$ cat src/aqst_pkg.sv
// Package with constants and types of the queue scan and trigger controller.
package aqst_pkg;

  // Operating modes of a queue.
  typedef enum logic [2:0] {
    AQST_MODE_DISABLED = 3'h0,
    AQST_MODE_SW_SINGLE = 3'h1,
    AQST_MODE_EXT_SINGLE = 3'h2,
    AQST_MODE_TMR_SINGLE = 3'h3,
    AQST_MODE_SW_CONT = 3'h4,
    AQST_MODE_EXT_CONT = 3'h5,
    AQST_MODE_TMR_CONT = 3'h6,
    AQST_MODE_RESERVED = 3'h7
  } aqst_mode_e;

  // Queue status as reported to software.
  typedef enum logic [2:0] {
    AQST_ST_IDLE = 3'h0,
    AQST_ST_ACTIVE = 3'h1,
    AQST_ST_PAUSED = 3'h2,
    AQST_ST_SUSPENDED = 3'h3,
    AQST_ST_PENDING = 3'h4
  } aqst_state_e;

  // Sequencer status for one queue.
  typedef struct packed {
    logic active;
    logic paused;
    logic pause_flag;
    logic complete_flag;
    logic overrun_flag;
  } aqst_qstat_s;

  // Register byte addresses.
  localparam logic [7:0] AQST_OFF_CTRL1 = 8'h00;
  localparam logic [7:0] AQST_OFF_CTRL2 = 8'h04;
  localparam logic [7:0] AQST_OFF_STATUS = 8'h08;
  localparam logic [7:0] AQST_OFF_PRESC = 8'h0C;
  localparam logic [7:0] AQST_OFF_CCW1 = 8'h10;
  localparam logic [7:0] AQST_OFF_CCW2 = 8'h14;

  // Control register fields.
  localparam int AQST_CTRL_MODE_LSB = 0;
  localparam int AQST_CTRL_EDGE_BIT = 3;
  localparam int AQST_CTRL_SSE_BIT = 4;
  localparam int AQST_CTRL_RATE_LSB = 8;

  // Command word fields: channel in the low six bits, pause bit above.
  localparam logic [5:0] AQST_EOQ_CHANNEL = 6'h3F;
  localparam int AQST_CCW_PAUSE_BIT = 6;

  // Timer interval range, expressed as powers of two of conversion clocks.
  localparam int AQST_TMR_MIN_EXP = 7;
  localparam int AQST_TMR_MAX_EXP = 17;
  localparam int AQST_TMR_BITS = 17;
  // Stall at a pause in software continuous mode, in conversion clocks.
  localparam logic [1:0] AQST_SWC_PAUSE_QCLKS = 2'h2;
  // Conversion clock divider reset value (system clocks per conversion clock, minus one).
  localparam logic [7:0] AQST_PRESC_RESET = 8'h0F;
  // Length of one conversion, in conversion clocks.
  localparam logic [4:0] AQST_CONV_QCLKS = 5'h12;
  localparam logic [31:0] AQST_RESET_CTRL = 32'h0000_0000;

endpackage : aqst_pkg

$ cat src/aqst_top.sv
// Queue scan mode and trigger controller with an AXI4-Lite register slave.
//
// The implementer's own choices: the register addresses and register access over AXI4-Lite.
`timescale 1ns/1ps
`default_nettype none
module aqst_top (
  // Clock and reset.
  input wire logic aclk,
  input wire logic aresetn,
  // AXI4-Lite write address and data.
  input wire logic [7:0] s_axi_awaddr,
  input wire logic s_axi_awvalid,
  output logic s_axi_awready,
  input wire logic [31:0] s_axi_wdata,
  input wire logic [3:0] s_axi_wstrb,
  input wire logic s_axi_wvalid,
  output logic s_axi_wready,
  output logic [1:0] s_axi_bresp,
  output logic s_axi_bvalid,
  input wire logic s_axi_bready,
  // AXI4-Lite read.
  input wire logic [7:0] s_axi_araddr,
  input wire logic s_axi_arvalid,
  output logic s_axi_arready,
  output logic [31:0] s_axi_rdata,
  output logic [1:0] s_axi_rresp,
  output logic s_axi_rvalid,
  input wire logic s_axi_rready,
  // External trigger pins.
  input wire logic ext_trig1,
  input wire logic ext_trig2,
  // Conversion sequencer.
  output logic [1:0] conv_start,
  output logic [5:0] conv_channel,
  output logic [1:0] conv_abort,
  output logic [5:0] ccw_index1,
  output logic [5:0] ccw_index2
);

  // Register file.
  logic [31:0] ctrl1;
  logic [31:0] ctrl2;
  logic [7:0] presc;
  logic [6:0] ccw_word [2];
  logic [5:0] ccw_len [2];
  logic [1:0] sse;
  logic [1:0] mode_wr;

  // AXI write channel holding registers.
  logic aw_held;
  logic w_held;
  logic [7:0] aw_addr;
  logic [31:0] w_data;
  logic do_write;

  assign do_write = aw_held && w_held && !s_axi_bvalid;

  always_ff @(posedge aclk) begin
    if (!aresetn) begin
      aw_held <= 1'b0;
      w_held <= 1'b0;
      aw_addr <= 8'h00;
      w_data <= 32'h0000_0000;
      s_axi_bvalid <= 1'b0;
    end else begin
      if (s_axi_awvalid && s_axi_awready) begin
        aw_held <= 1'b1;
        aw_addr <= s_axi_awaddr;
      end
      if (s_axi_wvalid && s_axi_wready) begin
        w_held <= 1'b1;
        w_data <= s_axi_wdata;
      end
      if (do_write) begin
        aw_held <= 1'b0;
        w_held <= 1'b0;
        s_axi_bvalid <= 1'b1;
      end else if (s_axi_bready) begin
        s_axi_bvalid <= 1'b0;
      end
    end
  end

  assign s_axi_awready = !aw_held;
  assign s_axi_wready = !w_held;
  assign s_axi_bresp = 2'h0;

  logic [7:0] wsel;
  assign wsel = {aw_addr[7:2], 2'h0};

  // Registers written by software; the enable bit is a write-only strobe.
  always_ff @(posedge aclk) begin
    if (!aresetn) begin
      ctrl1 <= aqst_pkg::AQST_RESET_CTRL;
      ctrl2 <= aqst_pkg::AQST_RESET_CTRL;
      presc <= aqst_pkg::AQST_PRESC_RESET;
      ccw_word[0] <= 7'h00;
      ccw_word[1] <= 7'h00;
      ccw_len[0] <= 6'h00;
      ccw_len[1] <= 6'h00;
      sse <= 2'h0;
      mode_wr <= 2'h0;
    end else begin
      sse <= 2'h0;
      mode_wr <= 2'h0;
      if (do_write) begin
        case (wsel)
          aqst_pkg::AQST_OFF_CTRL1: begin
            ctrl1 <= w_data;
            sse[0] <= w_data[aqst_pkg::AQST_CTRL_SSE_BIT];
            mode_wr[0] <= w_data[2:0] != ctrl1[2:0];
          end
          aqst_pkg::AQST_OFF_CTRL2: begin
            ctrl2 <= w_data;
            sse[1] <= w_data[aqst_pkg::AQST_CTRL_SSE_BIT];
            mode_wr[1] <= w_data[2:0] != ctrl2[2:0];
          end
          aqst_pkg::AQST_OFF_PRESC: presc <= w_data[7:0];
          aqst_pkg::AQST_OFF_CCW1: begin
            ccw_word[0] <= w_data[6:0];
            ccw_len[0] <= w_data[13:8];
          end
          aqst_pkg::AQST_OFF_CCW2: begin
            ccw_word[1] <= w_data[6:0];
            ccw_len[1] <= w_data[13:8];
          end
          default: ;
        endcase
      end
    end
  end

  // Conversion clock enable from the divider.
  logic [7:0] div_cnt;
  logic conversion_clock_en;
  always_ff @(posedge aclk) begin
    if (!aresetn) begin
      div_cnt <= 8'h00;
      conversion_clock_en <= 1'b0;
    end else begin
      conversion_clock_en <= div_cnt == presc;
      div_cnt <= (div_cnt == presc) ? 8'h00 : div_cnt + 8'h01;
    end
  end

  // Trigger pin synchronisers and edge detection.
  logic [2:0] sync1;
  logic [2:0] sync2;
  logic [1:0] pin_lvl;
  logic [1:0] ext_edge;
  always_ff @(posedge aclk) begin
    if (!aresetn) begin
      sync1 <= 3'h0;
      sync2 <= 3'h0;
      pin_lvl <= 2'h0;
    end else begin
      sync1 <= {sync1[1:0], ext_trig1};
      sync2 <= {sync2[1:0], ext_trig2};
      if (sync1[1] == sync1[2]) pin_lvl[0] <= sync1[2];
      if (sync2[1] == sync2[2]) pin_lvl[1] <= sync2[2];
    end
  end
  // A new level counts only once the last two stages agree, so a slow or bouncy pin
  // cannot produce two edges; the edge bit names the level that is entered.
  assign ext_edge[0] = sync1[1] == sync1[2] && sync1[2] != pin_lvl[0]
    && sync1[2] == ctrl1[aqst_pkg::AQST_CTRL_EDGE_BIT];
  assign ext_edge[1] = sync2[1] == sync2[2] && sync2[2] != pin_lvl[1]
    && sync2[2] == ctrl2[aqst_pkg::AQST_CTRL_EDGE_BIT];

  // Modes.
  aqst_pkg::aqst_mode_e mode [2];
  assign mode[0] = aqst_pkg::aqst_mode_e'(ctrl1[2:0]);
  assign mode[1] = aqst_pkg::aqst_mode_e'(ctrl2[2:0]);
  logic tmr_mode;
  assign tmr_mode = mode[1] == aqst_pkg::AQST_MODE_TMR_SINGLE
    || mode[1] == aqst_pkg::AQST_MODE_TMR_CONT;

  // Internal single-scan enable, queue execution state.
  logic [1:0] armed;
  logic [1:0] active;
  logic [1:0] paused;
  logic [1:0] pend;
  logic q2_susp;
  logic [1:0] overrun;
  logic [1:0] pause_flag;
  logic [1:0] comp_flag;
  logic [5:0] idx [2];
  logic [4:0] conv_cnt;
  logic conv_busy;
  logic conv_q;
  logic [1:0] stall;

  // Interval/periodic timer of queue 2.
  logic [16:0] tmr;
  logic tmr_run;
  logic tmr_exp;
  logic [3:0] rate;
  assign rate = ctrl2[aqst_pkg::AQST_CTRL_RATE_LSB +: 4];
  assign tmr_run = tmr_mode && !mode_wr[1]
    && (mode[1] == aqst_pkg::AQST_MODE_TMR_CONT || armed[1]);
  always_comb begin
    int e;
    e = aqst_pkg::AQST_TMR_MIN_EXP + int'(rate);
    if (e > aqst_pkg::AQST_TMR_MAX_EXP) e = aqst_pkg::AQST_TMR_MAX_EXP;
    tmr_exp = conversion_clock_en && (tmr == 17'((64'h1 << e) - 64'h1));
  end
  always_ff @(posedge aclk) begin
    if (!aresetn || !tmr_run) begin
      tmr <= 17'h00000;
    end else if (tmr_exp) begin
      tmr <= 17'h00000;
    end else if (conversion_clock_en) begin
      tmr <= tmr + 17'h00001;
    end
  end

  // Trigger per queue.
  logic [1:0] trig;
  always_comb begin
    for (int q = 0; q < 2; q++) begin
      case (mode[q])
        aqst_pkg::AQST_MODE_SW_SINGLE:
          trig[q] = armed[q] && (!active[q] || paused[q]);
        aqst_pkg::AQST_MODE_EXT_SINGLE:
          trig[q] = armed[q] && ext_edge[q];
        aqst_pkg::AQST_MODE_TMR_SINGLE:
          trig[q] = q == 1 && armed[q] && tmr_exp;
        aqst_pkg::AQST_MODE_SW_CONT:
          trig[q] = (!active[q] || paused[q]) && stall == 2'h0;
        aqst_pkg::AQST_MODE_EXT_CONT:
          trig[q] = ext_edge[q];
        aqst_pkg::AQST_MODE_TMR_CONT:
          trig[q] = q == 1 && tmr_exp;
        default:
          trig[q] = 1'b0;
      endcase
    end
  end

  // A queue is busy while running, suspended or pending.
  logic [1:0] busy;
  assign busy = active & ~paused;
  logic q2_may_run;
  // Queue 1 in software continuous mode counts as always running, so queue 2 cannot
  // slip into the short stall after a queue 1 pause.
  assign q2_may_run = !busy[0] && !pend[0] && !trig[0]
    && mode[0] != aqst_pkg::AQST_MODE_SW_CONT;

  // Command word in force for each queue; pause in the same word loses to end.
  logic [1:0] at_eoq;
  logic [1:0] at_pause;
  always_comb begin
    for (int q = 0; q < 2; q++) begin
      at_eoq[q] = ccw_word[q][5:0] == aqst_pkg::AQST_EOQ_CHANNEL
        || idx[q] >= ccw_len[q];
      at_pause[q] = ccw_word[q][aqst_pkg::AQST_CCW_PAUSE_BIT];
    end
  end
  logic [1:0] go;
  assign go[0] = busy[0] && !conv_busy;
  assign go[1] = busy[1] && !conv_busy && q2_may_run && !q2_susp;

  always_ff @(posedge aclk) begin
    if (!aresetn) begin
      armed <= 2'h0;
      active <= 2'h0;
      paused <= 2'h0;
      pend <= 2'h0;
      q2_susp <= 1'b0;
      overrun <= 2'h0;
      pause_flag <= 2'h0;
      comp_flag <= 2'h0;
      idx[0] <= 6'h00;
      idx[1] <= 6'h00;
      conv_busy <= 1'b0;
      conv_q <= 1'b0;
      conv_cnt <= 5'h00;
      conv_start <= 2'h0;
      conv_abort <= 2'h0;
      conv_channel <= 6'h00;
      stall <= 2'h0;
    end else begin
      conv_start <= 2'h0;
      conv_abort <= 2'h0;
      // The stall runs from the end of the paused conversion, not from its start.
      if (stall != 2'h0 && conversion_clock_en && !conv_busy) stall <= stall - 2'h1;
      if (conv_busy && conversion_clock_en) begin
        conv_cnt <= conv_cnt - 5'h01;
        if (conv_cnt == 5'h01) conv_busy <= 1'b0;
      end
      // Queue 1 trigger preempts queue 2.
      if (trig[0] && conv_busy && conv_q) begin
        conv_busy <= 1'b0;
        conv_abort[1] <= 1'b1;
        q2_susp <= 1'b1;
      end
      if (q2_susp && q2_may_run && !trig[0]) q2_susp <= 1'b0;
      // Flags clear by writing one to the status register; a set in the same cycle wins.
      if (do_write && wsel == aqst_pkg::AQST_OFF_STATUS) begin
        overrun <= overrun & ~w_data[1:0];
        pause_flag <= pause_flag & ~w_data[3:2];
        comp_flag <= comp_flag & ~w_data[5:4];
      end
      for (int q = 0; q < 2; q++) begin
        if (mode_wr[q]) begin
          active[q] <= 1'b0;
          paused[q] <= 1'b0;
          pend[q] <= 1'b0;
          idx[q] <= 6'h00;
          armed[q] <= sse[q];
          if (conv_busy && conv_q == q[0]) begin
            conv_busy <= 1'b0;
            conv_abort[q] <= 1'b1;
          end
        end else begin
          if (sse[q] && !active[q]) armed[q] <= 1'b1;
          if (trig[q]) begin
            if (busy[q]) begin
              if (mode[q] == aqst_pkg::AQST_MODE_EXT_CONT
                  || mode[q] == aqst_pkg::AQST_MODE_TMR_CONT
                  || mode[q] == aqst_pkg::AQST_MODE_EXT_SINGLE
                  || mode[q] == aqst_pkg::AQST_MODE_TMR_SINGLE)
                overrun[q] <= 1'b1;
            end else if (paused[q]) begin
              paused[q] <= 1'b0;
            end else begin
              active[q] <= 1'b1;
              idx[q] <= 6'h00;
              if (q == 1 && !q2_may_run) pend[q] <= 1'b1;
            end
          end
          if (pend[q] && q2_may_run) pend[q] <= 1'b0;
          if (go[q] && !pend[q] && !(q == 1 && q2_susp)) begin
            if (at_eoq[q]) begin
              active[q] <= 1'b0;
              comp_flag[q] <= 1'b1;
              idx[q] <= 6'h00;
              if (mode[q] != aqst_pkg::AQST_MODE_SW_CONT
                  && mode[q] != aqst_pkg::AQST_MODE_EXT_CONT
                  && mode[q] != aqst_pkg::AQST_MODE_TMR_CONT)
                armed[q] <= 1'b0;
            end else begin
              conv_busy <= 1'b1;
              conv_q <= q[0];
              conv_cnt <= aqst_pkg::AQST_CONV_QCLKS;
              conv_start[q] <= 1'b1;
              conv_channel <= ccw_word[q][5:0];
              idx[q] <= idx[q] + 6'h01;
              if (at_pause[q]) begin
                paused[q] <= 1'b1;
                pause_flag[q] <= 1'b1;
                if (mode[q] == aqst_pkg::AQST_MODE_SW_CONT)
                  stall <= aqst_pkg::AQST_SWC_PAUSE_QCLKS;
              end
            end
          end
        end
      end
    end
  end

  // Queue state for reading.
  function automatic logic [2:0] qstate(input logic a, input logic p, input logic s,
                                       input logic pd);
    if (pd) return aqst_pkg::AQST_ST_PENDING;
    if (s) return aqst_pkg::AQST_ST_SUSPENDED;
    if (a && p) return aqst_pkg::AQST_ST_PAUSED;
    if (a) return aqst_pkg::AQST_ST_ACTIVE;
    return aqst_pkg::AQST_ST_IDLE;
  endfunction : qstate

  // Read channel.
  always_ff @(posedge aclk) begin
    if (!aresetn) begin
      s_axi_rvalid <= 1'b0;
      s_axi_rdata <= 32'h0000_0000;
      s_axi_rresp <= 2'h0;
    end else if (s_axi_arvalid && s_axi_arready) begin
      s_axi_rvalid <= 1'b1;
      s_axi_rresp <= 2'h0;
      case ({s_axi_araddr[7:2], 2'h0})
        aqst_pkg::AQST_OFF_CTRL1:
          s_axi_rdata <= ctrl1 & ~(32'h1 << aqst_pkg::AQST_CTRL_SSE_BIT);
        aqst_pkg::AQST_OFF_CTRL2:
          s_axi_rdata <= ctrl2 & ~(32'h1 << aqst_pkg::AQST_CTRL_SSE_BIT);
        aqst_pkg::AQST_OFF_STATUS:
          s_axi_rdata <= {18'h00000, qstate(active[1], paused[1], q2_susp, pend[1]),
            qstate(active[0], paused[0], 1'b0, 1'b0), 2'h0, comp_flag, pause_flag, overrun};
        aqst_pkg::AQST_OFF_PRESC: s_axi_rdata <= {24'h000000, presc};
        aqst_pkg::AQST_OFF_CCW1: s_axi_rdata <= {18'h00000, ccw_len[0], 1'b0, ccw_word[0]};
        aqst_pkg::AQST_OFF_CCW2: s_axi_rdata <= {18'h00000, ccw_len[1], 1'b0, ccw_word[1]};
        default: begin
          s_axi_rdata <= 32'h0000_0000;
          s_axi_rresp <= 2'h2;
        end
      endcase
    end else if (s_axi_rready) begin
      s_axi_rvalid <= 1'b0;
    end
  end
  assign s_axi_arready = !s_axi_rvalid;

  always_ff @(posedge aclk) begin
    if (!aresetn) begin
      ccw_index1 <= 6'h00;
      ccw_index2 <= 6'h00;
    end else begin
      ccw_index1 <= idx[0];
      ccw_index2 <= idx[1];
    end
  end

endmodule : aqst_top
`default_nettype wire

$ cat config.mk
export PLATFORM = sky130hd
export DESIGN_NAME = aqst_top
export DESIGN_NICKNAME = d
export VERILOG_FILES = /design/src/aqst_pkg.sv /design/src/aqst_top.sv
export SDC_FILE = /design/constraint.sdc
export NUM_CORES = 1
export LEC_CHECK = 0
export ABC_AREA = 1
export BUFFER_PORTS_ARGS = -buffer_cell sky130_fd_sc_hd__buf_2
export CORE_MARGIN = 10
export CORE_UTILIZATION = 59
export DETAILED_ROUTE_END_ITERATION = 8
export HOLD_SLACK_MARGIN = 0.08
export PLACE_DENSITY = 0.77
export SETUP_SLACK_MARGIN = 0.2
export SLEW_MARGIN = 10
export SYNTH_ARGS = -nofsm -noshare
export SYNTH_HDL_FRONTEND = slang
export SYNTH_SLANG_ARGS = --single-unit
$ cat constraint.sdc
create_clock -name aclk -period 4.4 [get_ports aclk]
set_clock_uncertainty 0.1 [all_clocks]
set_input_delay 1.32 -clock aclk [delete_from_list [all_inputs] [get_ports aclk]]
set_output_delay 1.32 -clock aclk [all_outputs]
set_load 0.02 [all_outputs]
==> results of run 1 <==
## worst reg2reg max path, stage by stage, from the launching register on
cell	delay, ns
dfxtp_2	0.38
inv_4	0.08
ha_2	0.33
inv_2	0.13
nor2_2	0.06
a31oi_2	0.18
nand2_4	0.14
nand2_1	0.12
o211ai_1	0.12
ha_2	0.35
xor2_1	0.14
nand4_1	0.08
o21bai_1	0.17
nor2_1	0.11
nand3_1	0.07
nor2_1	0.08
nand3_1	0.08
nor2_2	0.14
nand3_1	0.11
nand2_2	0.13
nand2_1	0.08
o21ai_1	0.12
buf_4	0.17
## per-layer routing
layer	share of wire (%)	up-vias
met3	7.8	46
met1	44	4804
li1	-	5169
met5	0	-
met2	46	366
met4	2.2	0
## cell type report
| class | count | area, sq um |
|---|---|---|
| fillers | 1642 | 6020 |
| flip-flops and latches | 266 | 5710 |
| multi-input cells | 958 | 5060 |
| clock buffers | 38 | 831 |
| inverters | 214 | 808 |
| repair buffers | 131 | 706 |
| well taps | 265 | 332 |
| clock inverters | 14 | 125 |
## cell families (layout without fill, tap and decap cells)
logic type                 Yosys count  after routing  share of synthesized area [%]
AOI/OAI and AO/OA                  409            409                           19.3
xor gates and xnor gates            39             39                           3.06
adders and majority gates           22             22                           2.33
buffers and inverters              273            397                           8.86
DFF                                266            266                           48.4
muxes                                1              1                         0.0849
other                                2              4                         0.0637
and+or+nand+nor                    483            483                           17.9
## cells in the final DEF (no fill, tap or decap), drive strengths merged, types with 36 or more instances in the layout
master and count:
dfxtp 228, inv 213, nand2 208, nor2 167, o21ai 163, a21oi 149
buf 131, nand3 45, edfxtp 38, clkbuf 38, o22ai 36
## stage by stage
stage                     area (sq um)  setup slack [ns]  power (uW)  cells  hold slack, ns
final                            13600             0.590        5320   1886           0.324
after global routing             13600             0.213        5500   1886           0.348
after CTS                        13500             0.380        5350   1883           0.326
after detailed placement         12600             0.414        2990   1831           0.311
after global placement           12600             0.537        2980   1831           0.299
after floorplan                  11800             0.766        2870   1497           0.290
## sequential cells by signal (all words and copies together) (netlist names), 8 cells and up
signal,count
ccw_word,14
presc,8
s_axi_rdata,32
ccw_len,12
w_data,32
ctrl2,31
idx,12
tmr,17
div_cnt,8
ctrl1,31
## timing repair
action,CTS,global route
gates resized for setup,0,5
buffers inserted,0,3
setup endpoints to repair,0,6
hold endpoints to repair,0,0
## path summary, 6_finish.rpt
| path | slack (ns) | endpoint | depth (start not counted) |
|---|---|---|---|
| hold / removal | 0.32 | sync1[1]$_SDFF_PN0_ | 2 |
| setup / recovery | 0.59 | idx[1][3]$_SDFFCE_PN0P_ | 22 |
| setup reg to reg | 0.59 | idx[1][3]$_SDFFCE_PN0P_ | 22 |
| hold reg to reg | 0.32 | sync1[1]$_SDFF_PN0_ | 2 |
## power by group through the flow
stage	combinational [uW]	sequential [uW]	clock [uW]
6_report	362	2590	2370
5_1_grt	406	2590	2500
4_1_cts	359	2580	2400
3_5_place_dp	356	2640	0
3_3_place_gp	349	2640	0
2_1_floorplan	226	2640	0
==> results.cfg, run 1 <==
[outcome]
status = finished, final reports clean

[yosys]
avgSynthCellArea_sq_um = 7.89
yosysWarnings = 0
synth_top_area_share_pct = 38.7
synth_top_area_cell = dfxtp_1
synth_cell_types = 54
synth_seq_area_share_pct = 48.4
synth.area.top_cells = dfxtp_1 (39%), edfxtp_1 (9.7%), o21ai_0 (6.7%)
ys_ff_latch = 266
synth_ff_type = dfxtp_1
synthArstFlopShare_pct = 0
synth_common_cells = dfxtp_1 (228), inv_1 (204), nand2_1 (197)
synth_edf_count = 38
yosysMostFrequentCell = dfxtp_1
netlist_area_sq_um = 11800
syn_inst = 1495

[setup_path]
r2r-start = ctrl2[8]$_SDFFE_PN0P_
startpoint = ctrl2[8]$_SDFFE_PN0P_
crit_buf_inv = 3
crit_family = simple AND/OR/NAND/NOR gates
cp_cell_sequence = inv_4 > ha_2 > inv_2 > nor2_2 > a31oi_2 > nand2_4 > nand2_1 > o211ai_1 > ha_2 > xor2_1 > nand4_1 > o21bai_1 > nor2_1 > nand3_1 > nor2_1 > nand3_1 > nor2_2 > nand3_1 > nand2_2 > nand2_1 > o21ai_1 > buf_4
critPathSlowestCell = dfxtp_2
worstPathMaxFanout = 9
cpMostUsedCell = nand3_1
critical_path.endpoint_type = flop
cp_slowest_stage_delay_ns = 0.38
worst-setup-path-type = flop to flop
cp.required_ns = 4.55
cp-start-kind = flop
cp_data_arrival_time_ns = 3.96

[sta]
final-setup-viol-count = 0
worst_pin_slew_ns = 0.931
rsz0062_at_grt = false
drv_slew = 0
tns_ns = 0
slew_headroom_pct = 37.8
hold_viol_final = 0
min_period_over_period_pct = 86.6
fmax_mhz = 262
post-route-min-period_ns = 3.81

[layout]
area_growth_pct = 15.1
post-route-util_pct = 69.3
finalNetCount = 1682
drive_above_1_share_pct = 13.8
diodes = 0

[floorplanning]
initial_utilization_pct = 60.2
core_sq_um = 19600
die_h_microns = 161
die_area_sq_um = 26000
die_x_microns = 161
rows = 51
io-pin-count = 124

[grt]
grt_start_max_net_pins = 91
grt_pass1_vias = 9712
use_met1_pct = 30.4
antenna_found_initial = 0
grt_pass1_wl_mm = 49.6
grt_use_met2_pct = 36.9
grt_overflow = 0
gr-max-usage-layer = met2
grt_usage_pct = 22.7
grt_util_met3_pct = 4.37

[drt]
wl_per_cell_microns = 16.1
wl_mm = 30.3
via_per_inst = 5.51
dr.pass1.iters = 6
drt_iter0_drc = 808
drtAntennaViolNets = 0
vias = 10385
drc_errors = 0

[clock_tree]
clock-sinks = 266
clkLatencyLatePin_ns = 0.57
cts_tree = yes
cts-root-buf = clkbuf_16
ctsHtreeMaxLevel = 1
cts_buffers = 28
cts_hold_buffers = 0
clk_pin_slew_ns = 0.06
clock_path_buffers = 3

[pwr]
leakagePower_uw = 0.00559
cellPowerDensity_nw_per_um2 = 392
combPwrFrac_pct = 6.8
power.switching_uw = 1280
p_int_uw = 4040
ir_drop_mv = 0.300
clockPowerShare_pct = 44.6
p_sw_share_pct = 24.0
pwr-share-seq_pct = 48.6

[job]
cap_violations = 0

[worst_hold_path]
hold_class = flop to flop
holdCritStartpoint = sync1[0]$_SDFF_PN0_

[placement]
place_congestion = 0.940
portBuffers = 112
dp_hpwl_mm = 21.3
Power figures use the tool's default switching activity.
==> run 2, diff against run 1 <==
Settings changed: CORE_ASPECT_RATIO set to 0.75, CTS_CLUSTER_DIAMETER set to 120.
==> run 2 against run 1 <==
  * Global-route usage up 0.74 points
  * Non-clock buffer count shrank 1
  * Total power fell by 0.19%
  * Setup slack got worse by 0.053 ns
  * First-iteration DRC count is 58% higher
  * Cell count down 0.90%
  * Design area shrank 0.49%
  * Routed wire length grew 2.6%
==> results.cfg, run 2 (synthesis results as in run 1) <==
[placement]
dp_hpwl_mm = 21.8
post_dp_cell_area_sq_um = 12600
place_congestion = 0.901
portBuffers = 112

[drt]
wl_per_cell_microns = 16.6
drc_errors = 0
dr.pass1.iters = 8
vias = 10473
via_per_inst = 5.60
wl_mm = 31.1
drt_iter0_drc = 1276
drtAntennaViolNets = 0

[layout]
stdcell_area_sq_um = 13500
diodes = 0
multi_input_area_sq_um = 5050
nFillCells = 1610
final_common_cell = dfxtp_1
final_cell_mix = dfxtp_1 (227), inv_1 (203), nand2_1 (197), o21ai_0 (159), nor2_1 (157)
seq_area_sq_um = 5710
largest_registers = s_axi_rdata (32), w_data (32)
area_growth_pct = 14.5
drive_above_1_share_pct = 13.5
finalNetCount = 1679

[sta]
drv_slew = 0
post-route-min-period_ns = 3.86
min_period_over_period_pct = 87.8
rsz0062_at_grt = false
worst_pin_slew_ns = 0.844
fmax_mhz = 259
hold_viol_final = 0
final-setup-viol-count = 0
tns_ns = 0
slew_headroom_pct = 43.6

[job]
cap_violations = 0

[setup_path]
critPathSlowestCell = ha_1
worstPathMaxFanout = 9
rrSetupSlack_ns = 0.54
r2r-start = ctrl2[8]$_SDFFE_PN0P_
cp-start-kind = flop
cp.depth = 22
critical_path.endpoint_type = flop
r2r_cells = 22
cp.required_ns = 4.54
startpoint = ctrl2[8]$_SDFFE_PN0P_
crit_buf_inv = 3
cp_slowest_stage_delay_ns = 0.39
crit_family = simple AND/OR/NAND/NOR gates
cp_cell_sequence = inv_2 > ha_1 > inv_2 > nor2_2 > a31oi_2 > nand2_4 > nand2_1 > o211ai_1 > ha_1 > xor2_1 > nand4_1 > o21bai_1 > nor2_1 > nand3_1 > nor2_1 > nand3_1 > nor2_2 > nand3_1 > nand2_2 > nand2_1 > o21ai_1 > buf_4
worst-setup-path-type = flop to flop
cp_data_arrival_time_ns = 4.00
cpMostUsedCell = nand3_1

[grt]
grt_start_max_net_pins = 120
grt_pass1_wl_mm = 50.6
antenna_found_initial = 0
grt_usage_pct = 23.4
grt_overflow = 0
grt_pass1_vias = 9675

[floorplanning]
die_x_microns = 183
initial_utilization_pct = 60.5
rows = 44
die_h_microns = 142
io-pin-count = 124
die_area_sq_um = 26100
core_sq_um = 19500

[clock_tree]
cts-resized-gates = 0
cts_hold_buffers = 0
post_cts_buffers = 0
clk_pin_slew_ns = 0.06
clock-sinks = 266
ctsHtreeMaxLevel = 1
cts_buffers = 26
cts-root-buf = clkbuf_16
clkLatencyLatePin_ns = 0.55
clock_path_buffers = 3
cts_tree = yes

[pwr]
ir_drop_mv = 0.332
cellPowerDensity_nw_per_um2 = 393
leakagePower_uw = 0.00556

[worst_hold_path]
min_path_cells = 2
holdCritStartpoint = sync2[0]$_SDFF_PN0_
hold_class = flop to flop

[outcome]
status = finished, final reports clean
## run 2: worst register-to-register path: stages (launching register included)
cell      delay, ns
dfxtp_2        0.37
inv_2          0.11
ha_1           0.39
inv_2          0.15
nor2_2         0.06
a31oi_2        0.17
nand2_4        0.14
nand2_1        0.13
o211ai_1       0.14
ha_1           0.33
xor2_1         0.15
nand4_1        0.08
o21bai_1       0.17
nor2_1         0.10
nand3_1        0.07
nor2_1         0.08
nand3_1        0.11
nor2_2         0.13
nand3_1        0.09
nand2_2        0.12
nand2_1        0.08
o21ai_1        0.13
buf_4          0.17
## run 2: stage by stage
step / std cells / power [uW] / utilization [%] / hold slack [ns] / setup WS, ns
detailed placement: 1821 / 3000 / 64.6 / 0.316 / 0.473
finish: 1869 / 5310 / 69.3 / 0.326 / 0.537
global placement: 1821 / 2990 / 64.6 / 0.306 / 0.557
CTS: 1869 / 5320 / 69.3 / 0.329 / 0.439
floorplan: 1497 / 2870 / - / 0.290 / 0.766
global route: 1869 / 5480 / 69.3 / 0.349 / 0.229
## run 2: layout make-up
cell class / count / area share (%)
clock inverter: 14 / 1.38
timing repair buffer: 130 / 5.26
sequential: 266 / 42.3
multi-input combinational: 958 / 37.4
inverter: 214 / 5.97
tap: 253 / 2.34
clock buffer: 34 / 5.34
## run 2: power by group
part / leakage [uW] / internal [uW] / switching [uW]
Combinational: 0.00287 / 115 / 248
Sequential: 0.00225 / 2540 / 51.6
Clock: 0.000445 / 1390 / 967
## run 2: routing by layer
metal / share of wire, % / up-vias / global-route usage, %
met5: 0 / - / 0
met4: 2.0 / 0 / 5.16
met3: 10 / 51 / 6.07
met2: 42 / 452 / 33.9
met1: 46 / 4814 / 34.1
li1: - / 5156 / -
## run 2: path summary, 6_finish.rpt
| check | end |
|---|---|
| min | sync2[1]$_SDFF_PN0_ |
| max | idx[1][0]$_SDFFCE_PN0P_ |
| max reg2reg | idx[1][0]$_SDFFCE_PN0P_ |
| min reg2reg | sync2[1]$_SDFF_PN0_ |
